$ cat src/power_mode_pkg.sv
package power_mode_pkg;
    // ========================================
    // Register map (byte addresses)
    localparam logic [7:0] LSXC_OFS = 8'h00;
    localparam logic [7:0] SCC_OFS = 8'h04;
    localparam logic [7:0] FXC_OFS = 8'h08;
    localparam logic [7:0] FRC_OFS = 8'h0C;
    localparam logic [7:0] STAT_OFS = 8'h10;
    localparam logic [7:0] PORTA_WAKE_ENABLE_REG_OFS = 8'h14;
    // ========================================
    // Field positions
    localparam int OSC_EN_BIT = 0;
    localparam int OSC_STABLE_BIT = 1;
    localparam int LSXC_SPEEDUP_BIT = 2;
    localparam int SCC_LOW_KEEP_BIT = 0;
    localparam int SCC_HIGH_KEEP_BIT = 1;
    localparam int SCC_LOW_SRC_BIT = 2;
    localparam int SCC_FAST_SRC_BIT = 3;
    localparam int SCC_SEL_LSB = 5;
    localparam int SCC_SEL_MSB = 7;
    // ========================================
    // Reset values
    localparam logic [7:0] SCC_RESET = 8'h00;
    localparam logic FXC_EN_RESET = 1'b0;
    localparam logic FRC_EN_RESET = 1'b1;
    localparam logic LSXC_EN_RESET = 1'b0;
    localparam logic LSXC_SP_RESET = 1'b0;
    localparam logic [7:0] PORTA_WAKE_ENABLE_REG_RESET = 8'h00;
    // ========================================
    // Clock select codes and sizes
    localparam logic [2:0] SEL_LOW_CLOCK = 3'h7;
    localparam logic [2:0] SEL_FAST_DIV1 = 3'h0;
    localparam int NUM_IRQ = 8;
    localparam int PORTA_W = 8;
    localparam int START_CNT_W = 20;
    // ========================================
    // Power states
    typedef enum logic [2:0] {
        ST_RUN = 3'b000,
        ST_SLEEP = 3'b001,
        ST_IDLE_LOW = 3'b010,
        ST_IDLE_BOTH = 3'b011,
        ST_IDLE_HIGH = 3'b100
    } power_state_t;
endpackage

$ cat src/power_mode_clock_control.sv
// Overview of operation
// - Slow crystal speed-up bit set gives short, high-power start; clear gives low power.
// - Speed-up bit writes ignored while slow crystal is the system clock.
// - Enabling slow crystal clears its stable flag, then sets it once stable.
// - Slow crystal runs while its enable bit is one, except in sleep and idle-high; enable resets to zero.
// - Unused upper bits of slow crystal control read as zero.
// - Select code 111 moves system clock to the low-speed clock.
// - Low clock is crystal or RC by source bit; switch waits for stability.
// - Select codes 000 to 110 return to fast clock divided by 1 to 64.
// - Halt with both keep bits zero enters sleep, stopping all but watchdog.
// - Halt with only low keep bit set stops fast clock, keeps low.
// - Halt with both keep bits set keeps both clocks, stops execution.
// - Halt with only high keep bit set keeps fast clock, stops low.
// - Low-power states hold memory, registers and I/O port states.
// - Halt sets power-down flag and clears time-out flag.
// - Halt clears the watchdog; it counts on only if enabled.
// - Wake on enabled port A falling edge, interrupt, or watchdog overflow.
// - Power-down flag cleared by power-up or clear-watchdog instruction.
// - Watchdog overflow in low power sets time-out, resets only PC and SP.
// - Per-pin wake enables; pin wake resumes after the halt.
// - Masked or stack-full interrupt wake resumes after halt; else takes interrupt.
// - Interrupt already pending at halt does not wake the device.
// - Fast crystal and fast RC stable flags clear on enable, then set.
//
// Chosen here: the APB slave port and the register addresses.
`timescale 1ns/10ps

module osc_start #(
    parameter int unsigned SLOW_CYC = 8192,
    parameter int unsigned FAST_CYC = 1024
) (
    input wire logic pclk,
    input wire logic presetn,
    input wire logic run,
    input wire logic fast_start,
    output logic stable
);
    import power_mode_pkg::*;
    logic [START_CNT_W-1:0] cnt_q;
    logic [START_CNT_W-1:0] target;

    assign target = fast_start ? START_CNT_W'(FAST_CYC - 1)
                               : START_CNT_W'(SLOW_CYC - 1);

    // Stopping the oscillator drops the flag, so every restart counts again
    always_ff @(posedge pclk or negedge presetn) begin
        if (!presetn) begin
            cnt_q <= '0;
            stable <= 1'b0;
        end else if (!run) begin
            cnt_q <= '0;
            stable <= 1'b0;
        end else if (!stable) begin
            if (cnt_q >= target) begin
                stable <= 1'b1;
            end else begin
                cnt_q <= cnt_q + 1'b1;
            end
        end
    end
endmodule

module power_mode_clock_control import power_mode_pkg::*; #(
    parameter int unsigned SLOW_XTAL_LP_CYC = 65536,
    parameter int unsigned SLOW_XTAL_SP_CYC = 8192,
    parameter int unsigned FAST_XTAL_CYC = 4096,
    parameter int unsigned FAST_RC_CYC = 1024
) (
    input wire logic pclk,
    input wire logic presetn,
    input wire logic psel,
    input wire logic penable,
    input wire logic pwrite,
    input wire logic [7:0] paddr,
    input wire logic [31:0] pwdata,
    input wire logic [3:0] pstrb,
    output logic [31:0] prdata,
    output logic pready,
    output logic pslverr,
    input wire logic halt_exec,
    input wire logic clr_wdt_exec,
    input wire logic wdt_overflow,
    input wire logic wdt_function_en,
    input wire logic [NUM_IRQ-1:0] irq_req,
    input wire logic [NUM_IRQ-1:0] irq_en,
    input wire logic stack_full,
    input wire logic [PORTA_W-1:0] porta_in,
    output logic cpu_stopped,
    output logic io_hold,
    output logic resume_next,
    output logic irq_take,
    output logic pc_sp_reset,
    output logic wdt_clear,
    output logic wdt_count_en,
    output logic [2:0] sysclk_select,
    output logic sysclk_from_low,
    output logic sysclk_run,
    output logic low_src_xtal,
    output logic fast_src_xtal,
    output logic high_speed_clock_run,
    output logic low_speed_clock_run,
    output logic slow_xtal_run,
    output logic slow_xtal_speedup,
    output logic fast_xtal_run,
    output logic fast_rc_run
);
    // ========================================
    // Register state
    logic slow_xtal_enable_q;
    logic slow_xtal_speedup_q;
    logic [2:0] sysclk_select_field_q;
    logic fast_src_q;
    logic low_clock_source_bit_q;
    logic high_osc_keep_bit_q;
    logic low_osc_keep_bit_q;
    logic fast_xtal_en_q;
    logic fast_rc_en_q;
    logic [PORTA_W-1:0] porta_wake_enable_q;
    logic power_down_flag_q;
    logic timeout_flag_q;
    logic [2:0] sel_act_q;
    power_state_t state_q;
    logic [NUM_IRQ-1:0] irq_blocked_q;
    logic slow_xtal_stable_flag;
    logic fast_xtal_stable_flag;
    logic fast_rc_stable_flag;
    logic wr_en;
    logic rd_setup;
    logic mapped;
    logic [7:0] rd_byte;
    logic in_low_power;
    logic low_allowed;
    logic high_allowed;
    logic xtal_selected;
    logic halt_take;
    logic [NUM_IRQ-1:0] irq_wake;
    logic pin_wake;
    logic [PORTA_W-1:0] pa_s1_q;
    logic [PORTA_W-1:0] pa_s2_q;
    logic [PORTA_W-1:0] pa_s3_q;
    logic [PORTA_W-1:0] pa_q;
    logic [PORTA_W-1:0] pa_fall;

    // ========================================
    // APB slave: zero wait states, read data captured in the setup cycle
    assign pready = 1'b1;
    assign wr_en = psel & penable & pwrite & pstrb[0];
    assign rd_setup = psel & ~penable & ~pwrite;
    assign mapped = (paddr == LSXC_OFS) || (paddr == SCC_OFS) ||
                    (paddr == FXC_OFS) || (paddr == FRC_OFS) ||
                    (paddr == STAT_OFS) || (paddr == PORTA_WAKE_ENABLE_REG_OFS);
    assign pslverr = psel & penable & ~mapped;

    always_comb begin
        rd_byte = 8'h00;
        case (paddr)
            LSXC_OFS: begin
                rd_byte[LSXC_SPEEDUP_BIT] = slow_xtal_speedup_q;
                rd_byte[OSC_STABLE_BIT] = slow_xtal_stable_flag;
                rd_byte[OSC_EN_BIT] = slow_xtal_enable_q;
            end
            SCC_OFS: begin
                rd_byte[SCC_SEL_MSB:SCC_SEL_LSB] = sysclk_select_field_q;
                rd_byte[SCC_FAST_SRC_BIT] = fast_src_q;
                rd_byte[SCC_LOW_SRC_BIT] = low_clock_source_bit_q;
                rd_byte[SCC_HIGH_KEEP_BIT] = high_osc_keep_bit_q;
                rd_byte[SCC_LOW_KEEP_BIT] = low_osc_keep_bit_q;
            end
            FXC_OFS: begin
                rd_byte[OSC_STABLE_BIT] = fast_xtal_stable_flag;
                rd_byte[OSC_EN_BIT] = fast_xtal_en_q;
            end
            FRC_OFS: begin
                rd_byte[OSC_STABLE_BIT] = fast_rc_stable_flag;
                rd_byte[OSC_EN_BIT] = fast_rc_en_q;
            end
            STAT_OFS: begin
                rd_byte = {2'b00, sel_act_q == SEL_LOW_CLOCK, state_q,
                           timeout_flag_q, power_down_flag_q};
            end
            PORTA_WAKE_ENABLE_REG_OFS: begin
                rd_byte = porta_wake_enable_q;
            end
            default: begin
                rd_byte = 8'h00;
            end
        endcase
    end

    always_ff @(posedge pclk or negedge presetn) begin
        if (!presetn) begin
            prdata <= 32'h0000_0000;
        end else if (rd_setup) begin
            prdata <= {24'h00_0000, rd_byte};
        end
    end

    // ========================================
    // Oscillator control registers
    assign xtal_selected = (sysclk_select_field_q == SEL_LOW_CLOCK) &&
                           low_clock_source_bit_q;

    always_ff @(posedge pclk or negedge presetn) begin
        if (!presetn) begin
            slow_xtal_enable_q <= LSXC_EN_RESET;
            slow_xtal_speedup_q <= LSXC_SP_RESET;
        end else if (wr_en && paddr == LSXC_OFS) begin
            slow_xtal_enable_q <= pwdata[OSC_EN_BIT];
            if (!xtal_selected) begin
                slow_xtal_speedup_q <= pwdata[LSXC_SPEEDUP_BIT];
            end
        end
    end

    always_ff @(posedge pclk or negedge presetn) begin
        if (!presetn) begin
            fast_xtal_en_q <= FXC_EN_RESET;
            fast_rc_en_q <= FRC_EN_RESET;
        end else if (wr_en && paddr == FXC_OFS) begin
            fast_xtal_en_q <= pwdata[OSC_EN_BIT];
        end else if (wr_en && paddr == FRC_OFS) begin
            fast_rc_en_q <= pwdata[OSC_EN_BIT];
        end
    end

    always_ff @(posedge pclk or negedge presetn) begin
        if (!presetn) begin
            sysclk_select_field_q <= SCC_RESET[SCC_SEL_MSB:SCC_SEL_LSB];
            fast_src_q <= SCC_RESET[SCC_FAST_SRC_BIT];
            low_clock_source_bit_q <= SCC_RESET[SCC_LOW_SRC_BIT];
            high_osc_keep_bit_q <= SCC_RESET[SCC_HIGH_KEEP_BIT];
            low_osc_keep_bit_q <= SCC_RESET[SCC_LOW_KEEP_BIT];
        end else if (wr_en && paddr == SCC_OFS) begin
            sysclk_select_field_q <= pwdata[SCC_SEL_MSB:SCC_SEL_LSB];
            fast_src_q <= pwdata[SCC_FAST_SRC_BIT];
            low_clock_source_bit_q <= pwdata[SCC_LOW_SRC_BIT];
            high_osc_keep_bit_q <= pwdata[SCC_HIGH_KEEP_BIT];
            low_osc_keep_bit_q <= pwdata[SCC_LOW_KEEP_BIT];
        end
    end

    always_ff @(posedge pclk or negedge presetn) begin
        if (!presetn) begin
            porta_wake_enable_q <= PORTA_WAKE_ENABLE_REG_RESET;
        end else if (wr_en && paddr == PORTA_WAKE_ENABLE_REG_OFS) begin
            porta_wake_enable_q <= pwdata[PORTA_W-1:0];
        end
    end

    // ========================================
    // Oscillator gating and start-up
    // Low RC is never stopped because the watchdog runs from it
    assign in_low_power = (state_q != ST_RUN);
    assign low_allowed = (state_q != ST_SLEEP) &&
                         (state_q != ST_IDLE_HIGH);
    assign high_allowed = (state_q == ST_RUN) ||
                          (state_q == ST_IDLE_BOTH) ||
                          (state_q == ST_IDLE_HIGH);

    always_ff @(posedge pclk or negedge presetn) begin
        if (!presetn) begin
            slow_xtal_run <= 1'b0;
            slow_xtal_speedup <= 1'b0;
            fast_xtal_run <= 1'b0;
            fast_rc_run <= 1'b0;
        end else begin
            slow_xtal_run <= slow_xtal_enable_q & low_allowed;
            slow_xtal_speedup <= slow_xtal_speedup_q;
            fast_xtal_run <= fast_xtal_en_q & high_allowed;
            fast_rc_run <= fast_rc_en_q & high_allowed;
        end
    end

    osc_start #(
        .SLOW_CYC(SLOW_XTAL_LP_CYC),
        .FAST_CYC(SLOW_XTAL_SP_CYC)
    ) u_slow_xtal (
        .pclk(pclk),
        .presetn(presetn),
        .run(slow_xtal_run),
        .fast_start(slow_xtal_speedup_q),
        .stable(slow_xtal_stable_flag)
    );

    osc_start #(
        .SLOW_CYC(FAST_XTAL_CYC),
        .FAST_CYC(FAST_XTAL_CYC)
    ) u_fast_xtal (
        .pclk(pclk),
        .presetn(presetn),
        .run(fast_xtal_run),
        .fast_start(1'b0),
        .stable(fast_xtal_stable_flag)
    );

    osc_start #(
        .SLOW_CYC(FAST_RC_CYC),
        .FAST_CYC(FAST_RC_CYC)
    ) u_fast_rc (
        .pclk(pclk),
        .presetn(presetn),
        .run(fast_rc_run),
        .fast_start(1'b0),
        .stable(fast_rc_stable_flag)
    );

    // ========================================
    // System clock selection
    // Going slow waits for the chosen low oscillator; going fast is
    // immediate, so software must poll the fast stable flags itself
    always_ff @(posedge pclk or negedge presetn) begin
        if (!presetn) begin
            sel_act_q <= SCC_RESET[SCC_SEL_MSB:SCC_SEL_LSB];
        end else if (sysclk_select_field_q == SEL_LOW_CLOCK) begin
            if (!low_clock_source_bit_q || slow_xtal_stable_flag) begin
                sel_act_q <= SEL_LOW_CLOCK;
            end
        end else begin
            sel_act_q <= sysclk_select_field_q;
        end
    end

    always_ff @(posedge pclk or negedge presetn) begin
        if (!presetn) begin
            sysclk_select <= SEL_FAST_DIV1;
            sysclk_from_low <= 1'b0;
            low_src_xtal <= 1'b0;
            fast_src_xtal <= 1'b0;
            sysclk_run <= 1'b0;
            high_speed_clock_run <= 1'b0;
            low_speed_clock_run <= 1'b0;
            cpu_stopped <= 1'b0;
            io_hold <= 1'b0;
            wdt_count_en <= 1'b0;
        end else begin
            sysclk_select <= sel_act_q;
            sysclk_from_low <= (sel_act_q == SEL_LOW_CLOCK);
            low_src_xtal <= low_clock_source_bit_q;
            fast_src_xtal <= fast_src_q;
            sysclk_run <= !in_low_power;
            high_speed_clock_run <= high_allowed;
            low_speed_clock_run <= low_allowed;
            cpu_stopped <= in_low_power;
            io_hold <= in_low_power;
            wdt_count_en <= wdt_function_en;
        end
    end

    // ========================================
    // Port A wake pins: three-stage synchroniser with agreement filter
    always_ff @(posedge pclk or negedge presetn) begin
        if (!presetn) begin
            pa_s1_q <= '1;
            pa_s2_q <= '1;
            pa_s3_q <= '1;
            pa_q <= '1;
        end else begin
            pa_s1_q <= porta_in;
            pa_s2_q <= pa_s1_q;
            pa_s3_q <= pa_s2_q;
            pa_q <= (pa_s2_q & pa_s3_q) | (pa_q & (pa_s2_q ^ pa_s3_q));
        end
    end

    assign pa_fall = pa_q & ~pa_s2_q & ~pa_s3_q;
    assign pin_wake = |(pa_fall & porta_wake_enable_q);
    assign irq_wake = irq_req & ~irq_blocked_q;

    // ========================================
    // Power state machine
    assign halt_take = halt_exec && (state_q == ST_RUN);

    always_ff @(posedge pclk or negedge presetn) begin
        if (!presetn) begin
            state_q <= ST_RUN;
            irq_blocked_q <= '0;
            resume_next <= 1'b0;
            irq_take <= 1'b0;
            pc_sp_reset <= 1'b0;
        end else begin
            resume_next <= 1'b0;
            irq_take <= 1'b0;
            pc_sp_reset <= 1'b0;
            case (state_q)
                ST_RUN: begin
                    if (halt_exec) begin
                        irq_blocked_q <= irq_req;
                        case ({high_osc_keep_bit_q, low_osc_keep_bit_q})
                            2'b00: state_q <= ST_SLEEP;
                            2'b01: state_q <= ST_IDLE_LOW;
                            2'b11: state_q <= ST_IDLE_BOTH;
                            default: state_q <= ST_IDLE_HIGH;
                        endcase
                    end
                end
                ST_SLEEP, ST_IDLE_LOW, ST_IDLE_BOTH, ST_IDLE_HIGH: begin
                    if (wdt_overflow) begin
                        state_q <= ST_RUN;
                        pc_sp_reset <= 1'b1;
                    end else if (|irq_wake) begin
                        state_q <= ST_RUN;
                        if (|(irq_wake & irq_en) && !stack_full) begin
                            irq_take <= 1'b1;
                        end else begin
                            resume_next <= 1'b1;
                        end
                    end else if (pin_wake) begin
                        state_q <= ST_RUN;
                        resume_next <= 1'b1;
                    end
                end
                default: begin
                    state_q <= ST_RUN;
                end
            endcase
        end
    end

    // ========================================
    // Status flags: a set in the same cycle as a clear wins
    always_ff @(posedge pclk or negedge presetn) begin
        if (!presetn) begin
            power_down_flag_q <= 1'b0;
            timeout_flag_q <= 1'b0;
            wdt_clear <= 1'b0;
        end else begin
            wdt_clear <= halt_take | clr_wdt_exec;
            if (halt_take) begin
                power_down_flag_q <= 1'b1;
            end else if (clr_wdt_exec) begin
                power_down_flag_q <= 1'b0;
            end
            if (wdt_overflow) begin
                timeout_flag_q <= 1'b1;
            end else if (halt_take) begin
                timeout_flag_q <= 1'b0;
            end
        end
    end
endmodule

$ cat config.mk
export PLATFORM = sky130hd
export DESIGN_NAME = power_mode_clock_control
export DESIGN_NICKNAME = d
export VERILOG_FILES = /design/src/power_mode_pkg.sv /design/src/power_mode_clock_control.sv
export SDC_FILE = /design/constraint.sdc
export NUM_CORES = 1
export LEC_CHECK = 0
export BUFFER_PORTS_ARGS = -buffer_cell sky130_fd_sc_hd__buf_2
export CAP_MARGIN = 20
export CORE_MARGIN = 2
export CORE_UTILIZATION = 45
export DETAILED_ROUTE_END_ITERATION = 7
export PLACE_DENSITY = 0.77
export SETUP_SLACK_MARGIN = 0.15
export SLEW_MARGIN = 40
export SYNTH_ARGS = -nofsm -noshare
export SYNTH_HDL_FRONTEND = slang
export SYNTH_SLANG_ARGS = --single-unit
$ cat constraint.sdc
create_clock -name pclk -period 3.39 [get_ports pclk]
set_input_delay 0.1695 -clock pclk [delete_from_list [all_inputs] [get_ports pclk]]
set_output_delay 0.1695 -clock pclk [all_outputs]
set_load 0.02 [all_outputs]
Word-level counts from Yosys, hierarchy flattened
Cells that the tools add are included.
{ "classes": {"n_mux": 47, "bitwise": 27, "order_cmp": 3, "addsub": 3, "n_reduce_logical": 37, "eq_ne": 24} }
{ "ops": {"columns": ["operator", "count"], "rows": [
  ["$mux W20", 9],
  ["$add A20 B1 Y20 const B", 3],
  ["$and A8 B8 Y8", 7],
  ["$mux W1", 24],
  ["$not A8 Y8", 3],
  ["$reduce_or A8 Y1", 3],
  ["$ge A20 B10 Y1 const B", 1],
  ["$ge A20 B12 Y1 const B", 1],
  ["$ge A20 B20 Y1", 1],
  ["$mux W3", 6],
  ["$pmux W3 S3", 2],
  ["$eq A8 B4 Y1 const B", 2],
  ["$eq A8 B5 Y1 const B", 2],
  ["$mux W16", 1],
  ["$ne A2 B2 Y1 const B", 7],
  ["$reduce_and A2 Y1", 7],
  ["$pmux W2 S6", 1],
  ["$and A1 B1 Y1", 9],
  ["$eq A3 B3 Y1 const B", 3],
  ["$logic_and A1 B1 Y1", 9],
  ["$eq A8 B3 Y1 const B", 1],
  ["$logic_not A8 Y1", 1],
  ["$logic_or A1 B1 Y1", 8],
  ["$or A8 B8 Y8", 1],
  ["other kinds (21)", 29]
]} }
{ "totals": {"output_inout_bits": 54, "regBits": 157} }

Depth between registers and ports, before layout
Gate-level depths: netlist of run 1.
{ "depth": {"depth_word": 9, "mapped_depth": 7} }

Hierarchy
From an unflattened synthesis of run 1, not the netlist that was laid out.
{ "unflattened": {"cells_unflattened": 618, "hier_area_um2": 7111.8} }
{ "by_module_without_submodules": {"columns": ["module", "n_inst", "cells_per_inst", "area_each_um2"], "rows": [
  ["power_mode_clock_control", 1, 313, 3971.3],
  ["osc_start (u_slow_xtal)", 1, 122, 1171.1],
  ["osc_start (u_fast_xtal)", 1, 94, 1026.0],
  ["osc_start (u_fast_rc)", 1, 89, 943.4]
]} }

Worst setup path before layout of run 1
Ideal clock, no wire load.
{ "synth_path": {"path_kind": "reg2reg", "startpoint": "register slow_xtal_speedup_q", "endpoint": "register u_slow_xtal.cnt_q[9]", "required_ns": 3.312, "path_buffers": 1, "setup_ns": 0.078, "path_slack_ns": 1.465, "stages_incl_launch_ff": 7, "period_less_slack_ns": 1.925, "arrival_time_ns": 1.847, "cell_sequence": "dfrtp_1 -> ha_1 -> nor4_1 -> o211ai_1 -> clkbuf_1 -> or4_1 -> a21oi_1"} }
{ "synth_between": {"elab_chain_cells": 4} }
{ "synth_rtl": {"columns": ["element", "line", "source"], "rows": [
  ["start, declared", "power_mode_clock_control.sv:110", "logic slow_xtal_speedup_q;"],
  ["start signal, assigned", "power_mode_clock_control.sv:210", "slow_xtal_speedup_q <= pwdata[LSXC_SPEEDUP_BIT];"],
  ["$mux W16", "power_mode_clock_control.sv:42", "assign target = fast_start ? START_CNT_W'(FAST_CYC - 1)"],
  ["$ge A20 B20 Y1", "power_mode_clock_control.sv:54", "if (cnt_q >= target) begin"],
  ["$ne A2 B2 Y1 (no line)", null, null],
  ["$reduce_and A2 Y1 (no line)", null, null],
  ["end signal, assigned", "power_mode_clock_control.sv:57", "cnt_q <= cnt_q + 1'b1;"],
  ["end, declared", "power_mode_clock_control.sv:39", "logic [START_CNT_W-1:0] cnt_q;"]
]} }
Every way passes these cells.
A chain may end at the register's enable or synchronous reset.

Final worst setup path of run 1
{ "layout_path": {"startpoint": "register slow_xtal_speedup_q", "endpoint": "register u_slow_xtal.cnt_q[3]"} }
Same word-level chain as after synthesis.

==> results of run 1 <==
-- per-stage QoR --
step	instance area (µm²)	hold slack, ns	setup WS, ns
finish	8419	0.03916	1.078
global route	8419	0.01808	0.9164
CTS	8389	0.01959	1.065
detailed placement	7559	0.2756	1.076
global placement	7559	0.2741	1.171
floorplan	7142	-0.1261	1.465
-- cells in the final DEF, fill, tap and decap left out, types with 8 or more instances in the layout --
cell type / instances
sky130_fd_sc_hd__a21o_1: 9
sky130_fd_sc_hd__a21oi_1: 29
sky130_fd_sc_hd__and2_1: 25
sky130_fd_sc_hd__buf_2: 78
sky130_fd_sc_hd__clkbuf_16: 17
sky130_fd_sc_hd__conb_1: 25
sky130_fd_sc_hd__dfrtp_1: 124
sky130_fd_sc_hd__dfstp_2: 33
sky130_fd_sc_hd__dlygate4sd3_1: 26
sky130_fd_sc_hd__ha_1: 17
sky130_fd_sc_hd__inv_1: 19
sky130_fd_sc_hd__mux2_2: 20
sky130_fd_sc_hd__mux2i_1: 11
sky130_fd_sc_hd__nand2_1: 56
sky130_fd_sc_hd__nand3_1: 23
sky130_fd_sc_hd__nand4_1: 13
sky130_fd_sc_hd__nor2_1: 12
sky130_fd_sc_hd__nor2b_1: 10
sky130_fd_sc_hd__nor3_1: 8
sky130_fd_sc_hd__nor4_1: 11
sky130_fd_sc_hd__nor4bb_1: 9
sky130_fd_sc_hd__o21ai_0: 19
sky130_fd_sc_hd__o31ai_1: 25
sky130_fd_sc_hd__or4_1: 20
-- worst register-to-register path, delay by kind of cell (launching register included) --
family	cells	cell delay, ns
buffers and inverters	1	0.31
AOI/OAI and AO/OA	2	0.29
DFF	1	0.47
adders and majority gates	1	0.34
and+or+nand+nor	2	0.82
-- power by group through the flow --
stage                     Sequential, mW  Clock (mW)  Combinational (mW)
after floorplan                     2.01           0               0.130
after global placement              2.00           0               0.211
after detailed placement            2.01           0               0.220
after CTS                           1.97        1.85               0.244
after global routing                1.98        1.94               0.275
final                               1.97        1.82               0.245
-- cell families after synthesis --
kind of cell	after synthesis	share of synthesized area (%)
simple gates	225	19.05
flops	157	56.27
compound gates	114	10.91
buf+inv	67	5.143
mux	33	5.391
fa+ha+maj	17	3.015
other cells	2	0.1064
xor+xnor	1	0.1242
-- layout make-up --
type,instances,area [µm²],share of cell area [%]
well taps,211,264.0,3.136
flip-flops and latches,157,3970,47.15
repair buffers,110,734.5,8.723
inverters,19,71.32,0.8471
multi-input cells,415,2809,33.36
clock buffers,17,425.4,5.053
clock inverters,15,145.1,1.724
-- sequential cells by signal, summed over array words and instances, names as in the netlist, 3 cells and up --
name                   cells
sysclk_select              3
u_fast_rc.cnt_q           20
irq_blocked_q              8
pa_s2_q                    8
pa_s3_q                    8
pa_q                       8
pa_s1_q                    8
porta_wake_enable_q        8
prdata                     8
sel_act_q                  3
u_fast_xtal.cnt_q         20
sysclk_select_field_q      3
u_slow_xtal.cnt_q         20
state_q                    3
-- layer usage --
layer  GRT usage (%)  wire length [µm]  share of wire (%)  vias up
li1                -                 -                  -     2425
met1           24.22              6261                 43     2623
met2           31.64              7486                 51      147
met3           4.211               618                4.2       22
met4           7.481               302                2.1        0
met5               0                 0                  0        -
-- worst paths after layout --
check,startpoint,to,depth (start not counted)
max in group asynchronous,presetn,pa_s2_q[0],4
max,slow_xtal_speedup_q,u_slow_xtal.cnt_q[3],6
min,pwdata[2],slow_xtal_speedup_q,2
min in group asynchronous,presetn,wdt_count_en,2
max reg2reg,slow_xtal_speedup_q,u_slow_xtal.cnt_q[3],6
min reg2reg,pa_s1_q[4],pa_s2_q[4],0
==> out/summary.json, run 1 <==
{
  "run_status": {"value": "finished clean"},
  "buffer_ports.inserted": {"value": 79},
  "final.setup.tns": {"value": 0, "unit": "ns"},
  "fp.dieArea": {"value": 16700, "unit": "µm²"},
  "numClockSinks": {"value": 157},
  "largest_vdd_supply_drop": {"value": 0.3815, "unit": "mV"},
  "detailed_placement_wirelength_estimate": {"value": 10.26, "unit": "mm"},
  "synthDominantAreaCellType": {"value": "sky130_fd_sc_hd__dfrtp_1"},
  "drc": {"value": 0},
  "combinationalPowerShare": {"value": 6.1, "unit": "%"},
  "routed_wire_length_per_instance": {"value": 15.54, "unit": "µm"},
  "synthMostInstantiatedCell": {"value": "sky130_fd_sc_hd__dfrtp_1"},
  "crit_path_top_delay_cell": {"value": "sky130_fd_sc_hd__nor4_2"},
  "latest_clock_arrival_within_the_worst_skew_pair": {"value": 0.42, "unit": "ns"},
  "number_of_synthesized_register_bits": {"value": 157},
  "floorplan.io_pins": {"value": 132},
  "number_of_cells_in_the_design_after_placement": {"value": 885},
  "synth.yosys.seq_area_share": {"value": 56.27, "unit": "%"},
  "post_synth.cell_area_avg": {"value": 11.45, "unit": "µm²"},
  "finalHoldViolCount": {"value": 0},
  "first_pass_grt_wire_length": {"value": 25.09, "unit": "mm"},
  "layout.core_utilization": {"value": 55.18, "unit": "%"},
  "drt_wl_total": {"value": 14.67, "unit": "mm"},
  "cts.repair_timing.setup_buffer_count": {"value": 0},
  "timing.final.setup_violations": {"value": 0},
  "synthesis.area": {"value": 7056, "unit": "µm²"},
  "die_h": {"value": 129.2, "unit": "µm"},
  "total_design_power": {"value": 4.037, "unit": "mW"},
  "yosys.area.top_type_share": {"value": 43.98, "unit": "%"},
  "post_cts_resize_count": {"value": 0},
  "cap_viol_max_count": {"value": 0},
  "finish.cell_count_without_fillers": {"value": 944},
  "timing.final.max_slew_violations": {"value": 0},
  "max_clock_freq": {"value": 432.5, "unit": "MHz"},
  "total_leakage_power": {"value": 3.859, "unit": "nW"},
  "top_cell_family_by_delay_on_the_critical_path": {"value": "simple AND/OR/NAND/NOR gates"},
  "finalWorstPathRequiredPeriod": {"value": 2.312, "unit": "ns"},
  "clock_tree.htree_level_count": {"value": 4},
  "min_period_over_period": {"value": 68.20, "unit": "%"},
  "route.vias.total": {"value": 5217},
  "grt_start_max_net_pins": {"value": 93},
  "num-nets-final": {"value": 815},
  "cp.required": {"value": 3.73, "unit": "ns"},
  "routed_via_density": {"value": 5.526},
  "gr-total-overflow": {"value": 0},
  "detailedRoute.firstPassIterationCount": {"value": 5},
  "via_count_of_the_first_global_routing_pass": {"value": 5200},
  "maxSlewHeadroom": {"value": 57.39, "unit": "%"},
  "tritoncts": {"value": "built"},
  "longest_clk_path_bufs": {"value": 2},
  "crit_path_max_incr_delay": {"value": 0.63, "unit": "ns"},
  "path_class": {"value": "reg2reg"},
  "min_path_type": {"value": "in2reg"},
  "grt_setup_unrepaired": {"value": "no"},
  "syn2layout_area_growth": {"value": 19.33, "unit": "%"},
  "drt.antenna.violating_nets": {"value": 0},
  "synth-main-ff-cell": {"value": "sky130_fd_sc_hd__dfrtp_1"},
  "synthTopCellsByCount": {"value": "sky130_fd_sc_hd__dfrtp_1 (124), sky130_fd_sc_hd__nand2_1 (56), sky130_fd_sc_hd__dfstp_2 (33)"},
  "yosys.cell_types.count": {"value": 55},
  "critical_path.cell_chain": {"value": "ha_1 > nand3_1 > nor4_2 > buf_4 > o31ai_1 > a21oi_1"},
  "critical_path.n_buffers_inverters": {"value": 1},
  "synth_top_cells_by_area": {"value": "sky130_fd_sc_hd__dfrtp_1 (44%), sky130_fd_sc_hd__dfstp_2 (12%), sky130_fd_sc_hd__mux2_2 (3.2%)"},
  "cp_endpoint_kind": {"value": "flop"},
  "synthesis.instances": {"value": 616},
  "placementRows": {"value": 45},
  "worst_ep_arrival_time": {"value": 2.65, "unit": "ns"},
  "clock_power_share": {"value": 45.0, "unit": "%"},
  "power.sequential.fraction": {"value": 48.9, "unit": "%"},
  "die-width": {"value": 129.2, "unit": "µm"},
  "final.fill_count": {"value": 1222},
  "floorplan.initialDensity": {"value": 46.24, "unit": "%"},
  "core_area": {"value": 15260, "unit": "µm²"},
  "number_of_antenna_violations_at_the_first_check_in_global_routing": {"value": 0},
  "post_route_cells_drive_above_1_share": {"value": 24.56, "unit": "%"},
  "swShare": {"value": 25.24, "unit": "%"},
  "cts_made_buffers": {"value": 17},
  "worst_setup_hold_path_clk_slew": {"value": 0.07, "unit": "ns"},
  "power.net_switching": {"value": 1.019, "unit": "mW"},
  "finalWeightedCongestion": {"value": 0.7875},
  "first_iter_violations": {"value": 435},
  "hold_buffers": {"value": 26},
  "path_max_fanout": {"value": 16},
  "p_per_area": {"value": 479.5, "unit": "nW/µm²"},
  "critical_path.startpoint_type": {"value": "flop"},
  "power_report.internal_total": {"value": 3.018, "unit": "mW"},
  "count_of_synthesis_stage_warnings_from_yosys": {"value": 0},
  "gr-usage-all-layers": {"value": 18.97, "unit": "%"},
  "worst_slew_pin_slew": {"value": 0.6339, "unit": "ns"},
  "cts_root_buffer": {"value": "sky130_fd_sc_hd__clkbuf_16"},
  "clock_skew": {"value": 0.007239, "unit": "ns"},
  "worst-r2r-setup-slack": {"value": 1.08, "unit": "ns"},
  "num_antenna_cells": {"value": 0},
  "fraction_of_synthesis_flops_using_an_asynchronous_set_or_reset_pin": {"value": 100.0, "unit": "%"},
  "synth_enable_flop_cells": {"value": 0}
}
No activity file was read; power rests on OpenSTA's default activity.
==> run 2, diff against run 1 <==
==> constraint.sdc (replaced) <==
create_clock -name pclk -period 2.25 [get_ports pclk]
set_input_delay 0.1125 -clock pclk [delete_from_list [all_inputs] [get_ports pclk]]
set_output_delay 0.1125 -clock pclk [all_outputs]
set_load 0.02 [all_outputs]
==> run 2 against run 1 <==
Against the previous run:
- clock-buffer cell count rose by 1
- critical path type unchanged
- fmax grew 8.5%
- non-clock buffer count rose by 12
- largest power group unchanged
==> out/summary.json, run 2 (synthesis gave the netlist of run 1 again) <==
{
  "run_status": {"value": "finished clean", "change": "unchanged"},
  "power.sequential.fraction": {"value": 48.1, "unit": "%", "change": "was 48.9%"},
  "cap_viol_max_count": {"value": 0, "change": "unchanged"},
  "num-nets-final": {"value": 827, "change": "was 815"},
  "clock_power_share": {"value": 45.8, "unit": "%", "change": "was 45.0%"},
  "finalWeightedCongestion": {"value": 0.7938, "change": "was 0.7875"},
  "routed_wire_length_per_instance": {"value": 16.40, "unit": "µm", "change": "was 15.54 µm"},
  "power_report.internal_total": {"value": 4.624, "unit": "mW", "change": "was 3.018 mW"},
  "swShare": {"value": 25.22, "unit": "%", "change": "was 25.24%"},
  "drc": {"value": 0, "change": "unchanged"},
  "floorplan.io_pins": {"value": 132, "change": "unchanged"},
  "detailedRoute.firstPassIterationCount": {"value": 5, "change": "unchanged"},
  "cts_made_buffers": {"value": 17, "change": "unchanged"},
  "combined_area_of_the_multi_input_logic_cells": {"value": 2924, "unit": "µm²", "change": "was 2809 µm²"},
  "detailedPlace.worstSlack": {"value": 0.01552, "unit": "ns", "change": "was 1.076 ns"},
  "die-width": {"value": 129.2, "unit": "µm", "change": "unchanged"},
  "drt_wl_total": {"value": 15.68, "unit": "mm", "change": "was 14.67 mm"},
  "timing.final.max_slew_violations": {"value": 0, "change": "unchanged"},
  "timing.final.setup_violations": {"value": 0, "change": "unchanged"},
  "syn2layout_area_growth": {"value": 22.95, "unit": "%", "change": "was 19.33%"},
  "first_iter_violations": {"value": 461, "change": "was 435"},
  "grt_start_max_net_pins": {"value": 68, "change": "was 93"},
  "worst_ep_arrival_time": {"value": 2.48, "unit": "ns", "change": "was 2.65 ns"},
  "via_count_of_the_first_global_routing_pass": {"value": 5274, "change": "was 5200"},
  "die_h": {"value": 129.2, "unit": "µm", "change": "unchanged"},
  "path_class": {"value": "reg2reg", "change": "unchanged"},
  "buffer_ports.inserted": {"value": 79, "change": "unchanged"},
  "fp.dieArea": {"value": 16700, "unit": "µm²", "change": "unchanged"},
  "routed_via_density": {"value": 5.536, "change": "was 5.526"},
  "layout_commonest_cell": {"value": "sky130_fd_sc_hd__dfrtp_1", "change": "unchanged"},
  "p_per_area": {"value": 712.8, "unit": "nW/µm²", "change": "was 479.5 nW/µm²"},
  "combinationalPowerShare": {"value": 6.0, "unit": "%", "change": "was 6.1%"},
  "top_regs": {"value": "u_fast_rc.cnt_q (20), u_fast_xtal.cnt_q (20), u_slow_xtal.cnt_q (20)", "change": "unchanged"},
  "num_antenna_cells": {"value": 0, "change": "unchanged"},
  "final.setup.tns": {"value": 0, "unit": "ns", "change": "unchanged"},
  "total_leakage_power": {"value": 3.942, "unit": "nW", "change": "was 3.859 nW"},
  "clock_tree.htree_level_count": {"value": 4, "change": "unchanged"},
  "core_area": {"value": 15260, "unit": "µm²", "change": "unchanged"},
  "route.vias.total": {"value": 5292, "change": "was 5217"},
  "largest_vdd_supply_drop": {"value": 0.5313, "unit": "mV", "change": "was 0.3815 mV"},
  "clock_skew": {"value": 0.005860, "unit": "ns", "change": "was 0.007239 ns"},
  "post_route_cells_drive_above_1_share": {"value": 28.05, "unit": "%", "change": "was 24.56%"},
  "final.fill_count": {"value": 1186, "change": "was 1222"},
  "cp_endpoint_kind": {"value": "flop", "change": "unchanged"},
  "longest_clk_path_bufs": {"value": 2, "change": "unchanged"},
  "detailed_placement_wirelength_estimate": {"value": 10.53, "unit": "mm", "change": "was 10.26 mm"},
  "drt.antenna.violating_nets": {"value": 0, "change": "unchanged"},
  "tritoncts": {"value": "built", "change": "unchanged"},
  "gr-total-overflow": {"value": 0, "change": "unchanged"},
  "finalHoldViolCount": {"value": 0, "change": "unchanged"},
  "numClockSinks": {"value": 157, "change": "unchanged"},
  "regArea": {"value": 3971, "unit": "µm²", "change": "was 3970 µm²"},
  "latest_clock_arrival_within_the_worst_skew_pair": {"value": 0.43, "unit": "ns", "change": "was 0.42 ns"},
  "placementRows": {"value": 45, "change": "unchanged"},
  "finalWorstPathRequiredPeriod": {"value": 2.130, "unit": "ns", "change": "was 2.312 ns"},
  "postLayoutSetupSlackWorst": {"value": 0.1199, "unit": "ns", "change": "was 1.078 ns"},
  "max_clock_freq": {"value": 469.5, "unit": "MHz", "change": "was 432.5 MHz"},
  "worst_setup_hold_path_clk_slew": {"value": 0.06, "unit": "ns", "change": "was 0.07 ns"},
  "number_of_antenna_violations_at_the_first_check_in_global_routing": {"value": 0, "change": "unchanged"},
  "worst_slew_pin_slew": {"value": 0.6285, "unit": "ns", "change": "was 0.6339 ns"},
  "min_period_over_period": {"value": 94.67, "unit": "%", "change": "was 68.20%"},
  "maxSlewHeadroom": {"value": 58.10, "unit": "%", "change": "was 57.39%"},
  "power.net_switching": {"value": 1.559, "unit": "mW", "change": "was 1.019 mW"},
  "path_max_fanout": {"value": 8, "change": "was 16"},
  "mostFrequentLayoutCells": {"value": "sky130_fd_sc_hd__dfrtp_1 (123), sky130_fd_sc_hd__buf_2 (78), sky130_fd_sc_hd__nand2_1 (56), sky130_fd_sc_hd__dfstp_2 (33), sky130_fd_sc_hd__dlygate4sd3_1 (28)", "change": "was sky130_fd_sc_hd__dfrtp_1 (124), sky130_fd_sc_hd__buf_2 (78), sky130_fd_sc_hd__nand2_1 (56), sky130_fd_sc_hd__dfstp_2 (33), sky130_fd_sc_hd__a21oi_1 (29)"},
  "first_pass_grt_wire_length": {"value": 25.89, "unit": "mm", "change": "was 25.09 mm"},
  "cp.required": {"value": 2.60, "unit": "ns", "change": "was 3.73 ns"},
  "critical_path.startpoint_type": {"value": "flop", "change": "unchanged"},
  "gr-usage-all-layers": {"value": 19.82, "unit": "%", "change": "was 18.97%"},
  "floorplan.initialDensity": {"value": 46.24, "unit": "%", "change": "unchanged"},
  "grt_setup_unrepaired": {"value": "yes", "change": "was no"},
  "cts_root_buffer": {"value": "sky130_fd_sc_hd__clkbuf_16", "change": "unchanged"},
  "min_path_type": {"value": "in2reg", "change": "unchanged"}
}
[run 2: changes by cell type in the layout (fill, tap and decap cells not counted), sizes merged]
cell         change
dlygate4sd3      +2
inv              -1
buf             +10
clkbuf           +1
[run 2: final cells by class]
| cell class | count | area share (%) |
|---|---|---|
| Sequential cell | 157 | 45.78 |
| Multi-Input combinational cell | 415 | 33.71 |
| Timing Repair Buffer | 122 | 9.779 |
| Clock buffer | 18 | 5.193 |
| Tap cell | 211 | 3.043 |
| Clock inverter | 14 | 1.673 |
| Inverter | 19 | 0.8222 |
[run 2: layer usage]
metal  vias up  track usage, %  part of all wire [%]
li1       2449               -                     -
met1      2658           23.97                    42
met2       164           34.40                    52
met3        21           4.459                   4.3
met4         0           8.056                   1.7
met5         -               0                     0
[run 2: worst paths after layout]
path / startpoint / to / slack (ns) / depth (start not counted)
setup / recovery: slow_xtal_speedup_q / u_slow_xtal.cnt_q[9] / 0.12 / 7
hold / removal: psel / prdata[6] / 0.03 / 3
setup reg to reg: slow_xtal_speedup_q / u_slow_xtal.cnt_q[9] / 0.12 / 7
hold reg to reg: pa_s1_q[5] / pa_s2_q[5] / 0.36 / 0
max in group asynchronous: presetn / pa_s2_q[6] / 1.26 / 3
min in group asynchronous: presetn / irq_blocked_q[1] / 0.24 / 2
[run 2: power groups by stage]
stage	Clock, mW	Sequential (mW)	Combinational (mW)
after floorplan	0	3.03	0.196
final	2.83	2.98	0.373
after global placement	0	3.02	0.325
after global routing	3.03	2.98	0.417
after detailed placement	0	3.03	0.338
after CTS	2.88	2.98	0.377
[run 2: critical path: stages (launching register included)]
cell                        delay [ns]
sky130_fd_sc_hd__dfrtp_2          0.46
sky130_fd_sc_hd__buf_6            0.14
sky130_fd_sc_hd__ha_2             0.18
sky130_fd_sc_hd__a21oi_2          0.14
sky130_fd_sc_hd__o211ai_1         0.23
sky130_fd_sc_hd__clkbuf_16        0.24
sky130_fd_sc_hd__or4_1            0.53
sky130_fd_sc_hd__a21oi_2          0.14
[run 2: repair_timing]
action,4_1_cts,5_1_grt
setup buffers,3,0
pin swaps,2,11
setup endpoints to repair,17,21
hold buffers,28,0
endpoints found under the hold margin,95,0
cloned,1,1
resized for setup,3,24
[run 2: stage by stage]
step | util (%) | power (mW) | hold slack (ns) | cells | cell area [µm²]
2_1_floorplan | - | 3.222 | -0.1831 | 639 | 7142
3_3_place_gp | 50.05 | 3.343 | 0.1457 | 892 | 7636
3_5_place_dp | 50.05 | 3.365 | 0.1576 | 892 | 7636
4_1_cts | 56.20 | 6.233 | 0.008854 | 956 | 8576
5_1_grt | 56.85 | 6.430 | 0.05193 | 956 | 8675
6_report | 56.85 | 6.183 | 0.02623 | 956 | 8675
==> run 3, diff against run 2 <==
--- a/config.mk
+++ b/config.mk
@@ -5,7 +5,7 @@
 export SDC_FILE = /design/constraint.sdc
 export NUM_CORES = 1
 export LEC_CHECK = 0
-export BUFFER_PORTS_ARGS = -buffer_cell sky130_fd_sc_hd__buf_2
+export BUFFER_PORTS_ARGS = -buffer_cell sky130_fd_sc_hd__buf_4
 export CAP_MARGIN = 20
 export CORE_MARGIN = 2
 export CORE_UTILIZATION = 45
==> run 3 against run 2 <==
Against the previous run:
- register-to-register slack better by 0.04 ns
- clock-buffer cell count unchanged
- critical path depth unchanged
==> out/summary.json, run 3 (synthesis gave the netlist of run 1 again) <==
{
  "grt_start_max_net_pins": {"value": 54, "change": "was 68"},
  "critical_path.cell_chain": {"value": "buf_6 > ha_2 > a21oi_2 > o211ai_1 > clkbuf_16 > or4_1 > a21oi_2", "change": "unchanged"},
  "crit_path_top_delay_cell": {"value": "sky130_fd_sc_hd__or4_1", "change": "unchanged"},
  "hp-start": {"value": "psel", "change": "unchanged"},
  "cp_endpoint_kind": {"value": "flop", "change": "unchanged"},
  "clock_tree.htree_level_count": {"value": 4, "change": "unchanged"},
  "path_class": {"value": "reg2reg", "change": "unchanged"},
  "maxSlewHeadroom": {"value": 62.19, "unit": "%", "change": "was 58.10%"},
  "num-nets-final": {"value": 829, "change": "was 827"},
  "top_cell_family_by_delay_on_the_critical_path": {"value": "simple AND/OR/NAND/NOR gates", "change": "unchanged"},
  "die-width": {"value": 129.2, "unit": "µm", "change": "unchanged"},
  "cts_root_buffer": {"value": "sky130_fd_sc_hd__clkbuf_16", "change": "unchanged"},
  "cap_viol_max_count": {"value": 0, "change": "unchanged"},
  "numClockSinks": {"value": 157, "change": "unchanged"},
  "gr-total-overflow": {"value": 0, "change": "unchanged"},
  "timing.final.setup_violations": {"value": 0, "change": "unchanged"},
  "first_iter_violations": {"value": 364, "change": "was 461"},
  "mostFrequentLayoutCells": {"value": "sky130_fd_sc_hd__dfrtp_1 (123), sky130_fd_sc_hd__buf_4 (89), sky130_fd_sc_hd__nand2_1 (56), sky130_fd_sc_hd__dfstp_2 (33), sky130_fd_sc_hd__dlygate4sd3_1 (28)", "change": "was sky130_fd_sc_hd__dfrtp_1 (123), sky130_fd_sc_hd__buf_2 (78), sky130_fd_sc_hd__nand2_1 (56), sky130_fd_sc_hd__dfstp_2 (33), sky130_fd_sc_hd__dlygate4sd3_1 (28)"},
  "routed_via_density": {"value": 5.459, "change": "was 5.536"},
  "floorplan.initialDensity": {"value": 46.24, "unit": "%", "change": "unchanged"},
  "detailed_placement_wirelength_estimate": {"value": 10.51, "unit": "mm", "change": "was 10.53 mm"},
  "finalWorstPathRequiredPeriod": {"value": 2.090, "unit": "ns", "change": "was 2.130 ns"},
  "cp.required": {"value": 2.60, "unit": "ns", "change": "about the same"},
  "total_leakage_power": {"value": 3.997, "unit": "nW", "change": "was 3.942 nW"},
  "placementRows": {"value": 45, "change": "unchanged"},
  "worst_setup_hold_path_clk_slew": {"value": 0.07, "unit": "ns", "change": "was 0.06 ns"},
  "critPathMostFrequentCell": {"value": "sky130_fd_sc_hd__a21oi_2", "change": "unchanged"},
  "timing.final.max_slew_violations": {"value": 0, "change": "unchanged"},
  "cts_made_buffers": {"value": 17, "change": "unchanged"},
  "routed_wire_length_per_instance": {"value": 16.23, "unit": "µm", "change": "was 16.40 µm"},
  "min_path_type": {"value": "in2reg", "change": "unchanged"},
  "critical_path.startpoint_type": {"value": "flop", "change": "unchanged"},
  "worst_slew_pin_slew": {"value": 0.5628, "unit": "ns", "change": "was 0.6285 ns"},
  "syn2layout_area_growth": {"value": 26.12, "unit": "%", "change": "was 22.95%"},
  "crit_start": {"value": "slow_xtal_speedup_q", "change": "unchanged"},
  "crit_path_max_incr_delay": {"value": 0.55, "unit": "ns", "change": "was 0.53 ns"},
  "p_per_area": {"value": 698.2, "unit": "nW/µm²", "change": "was 712.8 nW/µm²"},
  "layout_commonest_cell": {"value": "sky130_fd_sc_hd__dfrtp_1", "change": "unchanged"},
  "final.setup.tns": {"value": 0, "unit": "ns", "change": "unchanged"},
  "drt_wl_total": {"value": 15.55, "unit": "mm", "change": "was 15.68 mm"},
  "largest_vdd_supply_drop": {"value": 0.5515, "unit": "mV", "change": "was 0.5313 mV"},
  "critical_path.n_buffers_inverters": {"value": 2, "change": "unchanged"},
  "clock_skew": {"value": 0.006573, "unit": "ns", "change": "was 0.005860 ns"},
  "total_design_power": {"value": 6.213, "unit": "mW", "change": "was 6.183 mW"},
  "final.fill_count": {"value": 1187, "change": "was 1186"},
  "tritoncts": {"value": "built", "change": "unchanged"},
  "min_period_over_period": {"value": 92.91, "unit": "%", "change": "was 94.67%"},
  "drc": {"value": 0, "change": "unchanged"},
  "num_antenna_cells": {"value": 0, "change": "unchanged"},
  "worst_ep_arrival_time": {"value": 2.44, "unit": "ns", "change": "was 2.48 ns"},
  "via_count_of_the_first_global_routing_pass": {"value": 5217, "change": "was 5274"},
  "timing.rr.start": {"value": "slow_xtal_speedup_q", "change": "unchanged"},
  "grt_setup_unrepaired": {"value": "yes", "change": "unchanged"},
  "top_regs": {"value": "u_fast_rc.cnt_q (20), u_fast_xtal.cnt_q (20), u_slow_xtal.cnt_q (20)", "change": "unchanged"},
  "path_max_fanout": {"value": 8, "change": "unchanged"},
  "run_status": {"value": "finished clean", "change": "unchanged"},
  "drt.antenna.violating_nets": {"value": 0, "change": "unchanged"},
  "detailedRoute.firstPassIterationCount": {"value": 4, "change": "was 5"},
  "longest_clk_path_bufs": {"value": 2, "change": "unchanged"},
  "regArea": {"value": 3971, "unit": "µm²", "change": "unchanged"},
  "post_route_cells_drive_above_1_share": {"value": 28.38, "unit": "%", "change": "was 28.05%"},
  "finalWeightedCongestion": {"value": 0.8057, "change": "was 0.7938"},
  "route.vias.total": {"value": 5230, "change": "was 5292"},
  "number_of_antenna_violations_at_the_first_check_in_global_routing": {"value": 0, "change": "unchanged"},
  "floorplan.io_pins": {"value": 132, "change": "unchanged"},
  "standard_cell_area_after_detailed_placement": {"value": 7839, "unit": "µm²", "change": "was 7636 µm²"},
  "combined_area_of_the_multi_input_logic_cells": {"value": 2945, "unit": "µm²", "change": "was 2924 µm²"},
  "finalHoldViolCount": {"value": 0, "change": "unchanged"},
  "first_pass_grt_wire_length": {"value": 25.16, "unit": "mm", "change": "was 25.89 mm"},
  "die_h": {"value": 129.2, "unit": "µm", "change": "unchanged"},
  "max_clock_freq": {"value": 478.4, "unit": "MHz", "change": "was 469.5 MHz"},
  "gr-usage-all-layers": {"value": 19.20, "unit": "%", "change": "was 19.82%"},
  "buffer_ports.inserted": {"value": 79, "change": "unchanged"},
  "latest_clock_arrival_within_the_worst_skew_pair": {"value": 0.42, "unit": "ns", "change": "was 0.43 ns"},
  "postLayoutCellArea": {"value": 8899, "unit": "µm²", "change": "was 8675 µm²"},
  "fp.dieArea": {"value": 16700, "unit": "µm²", "change": "unchanged"},
  "core_area": {"value": 15260, "unit": "µm²", "change": "unchanged"}
}
## run 3: cell types whose count changed in the layout (fill, tap and decap cells not counted), sizes merged
cell / change
inv: -1
bufinv: +1
buf: +2
## run 3: final cells by class
cell class,instances,share of cell area [%]
timing repair buffer,124,11.90
multi-input combinational,415,33.10
tap,211,2.967
clock inverter,14,1.673
inverter,19,0.8015
sequential,157,44.63
clock buffer,18,4.935
## run 3: report_power, final
group	switching [mW]	internal, mW	leakage [nW]
clock network	1.23	1.59	0.292
registers	0.0460	2.93	2.04
logic	0.227	0.181	1.67
## run 3: worst paths after layout
check	endpoint	slack, ns	cells after the start
hold / removal	prdata[6]	0.03	3
min in group asynchronous	wdt_count_en	0.21	2
hold reg to reg	pa_s2_q[7]	0.36	0
setup reg to reg	u_slow_xtal.cnt_q[9]	0.16	7
setup / recovery	u_slow_xtal.cnt_q[9]	0.16	7
max in group asynchronous	fast_rc_en_q	1.36	3
## run 3: stage by stage
step           hold slack [ns]  setup slack [ns]  utilization, %  instances
6_report               0.02579            0.1596           58.32        958
3_5_place_dp            0.1049           0.07656           51.37        893
3_3_place_gp           0.09195            0.1175           51.37        893
5_1_grt                0.05261            0.1012           58.32        958
2_1_floorplan          -0.1831            0.3251               -        639
4_1_cts                0.01737            0.1541           57.43        957
## run 3: timing repair
item	CTS	global route
hold endpoints to repair	89	0
hold buffers	28	0
pin swaps	2	10
endpoints found under the setup margin	5	21
resized for setup	1	30
gates cloned	1	1
buffers inserted	3	1
## run 3: tightest hold or removal path, cell delays in order
cell,delay (ns)
sky130_fd_sc_hd__buf_4,0.12
sky130_fd_sc_hd__nand4_1,0.09
sky130_fd_sc_hd__o21ai_0,0.08
## run 3: routing by layer
metal	GRT usage, %	wire (µm)	vias to the layer above
li1	-	-	2440
met1	24.10	6455	2630
met2	32.88	8120	141
met3	4.872	694	19
met4	5.818	282	0
met5	0	0	-
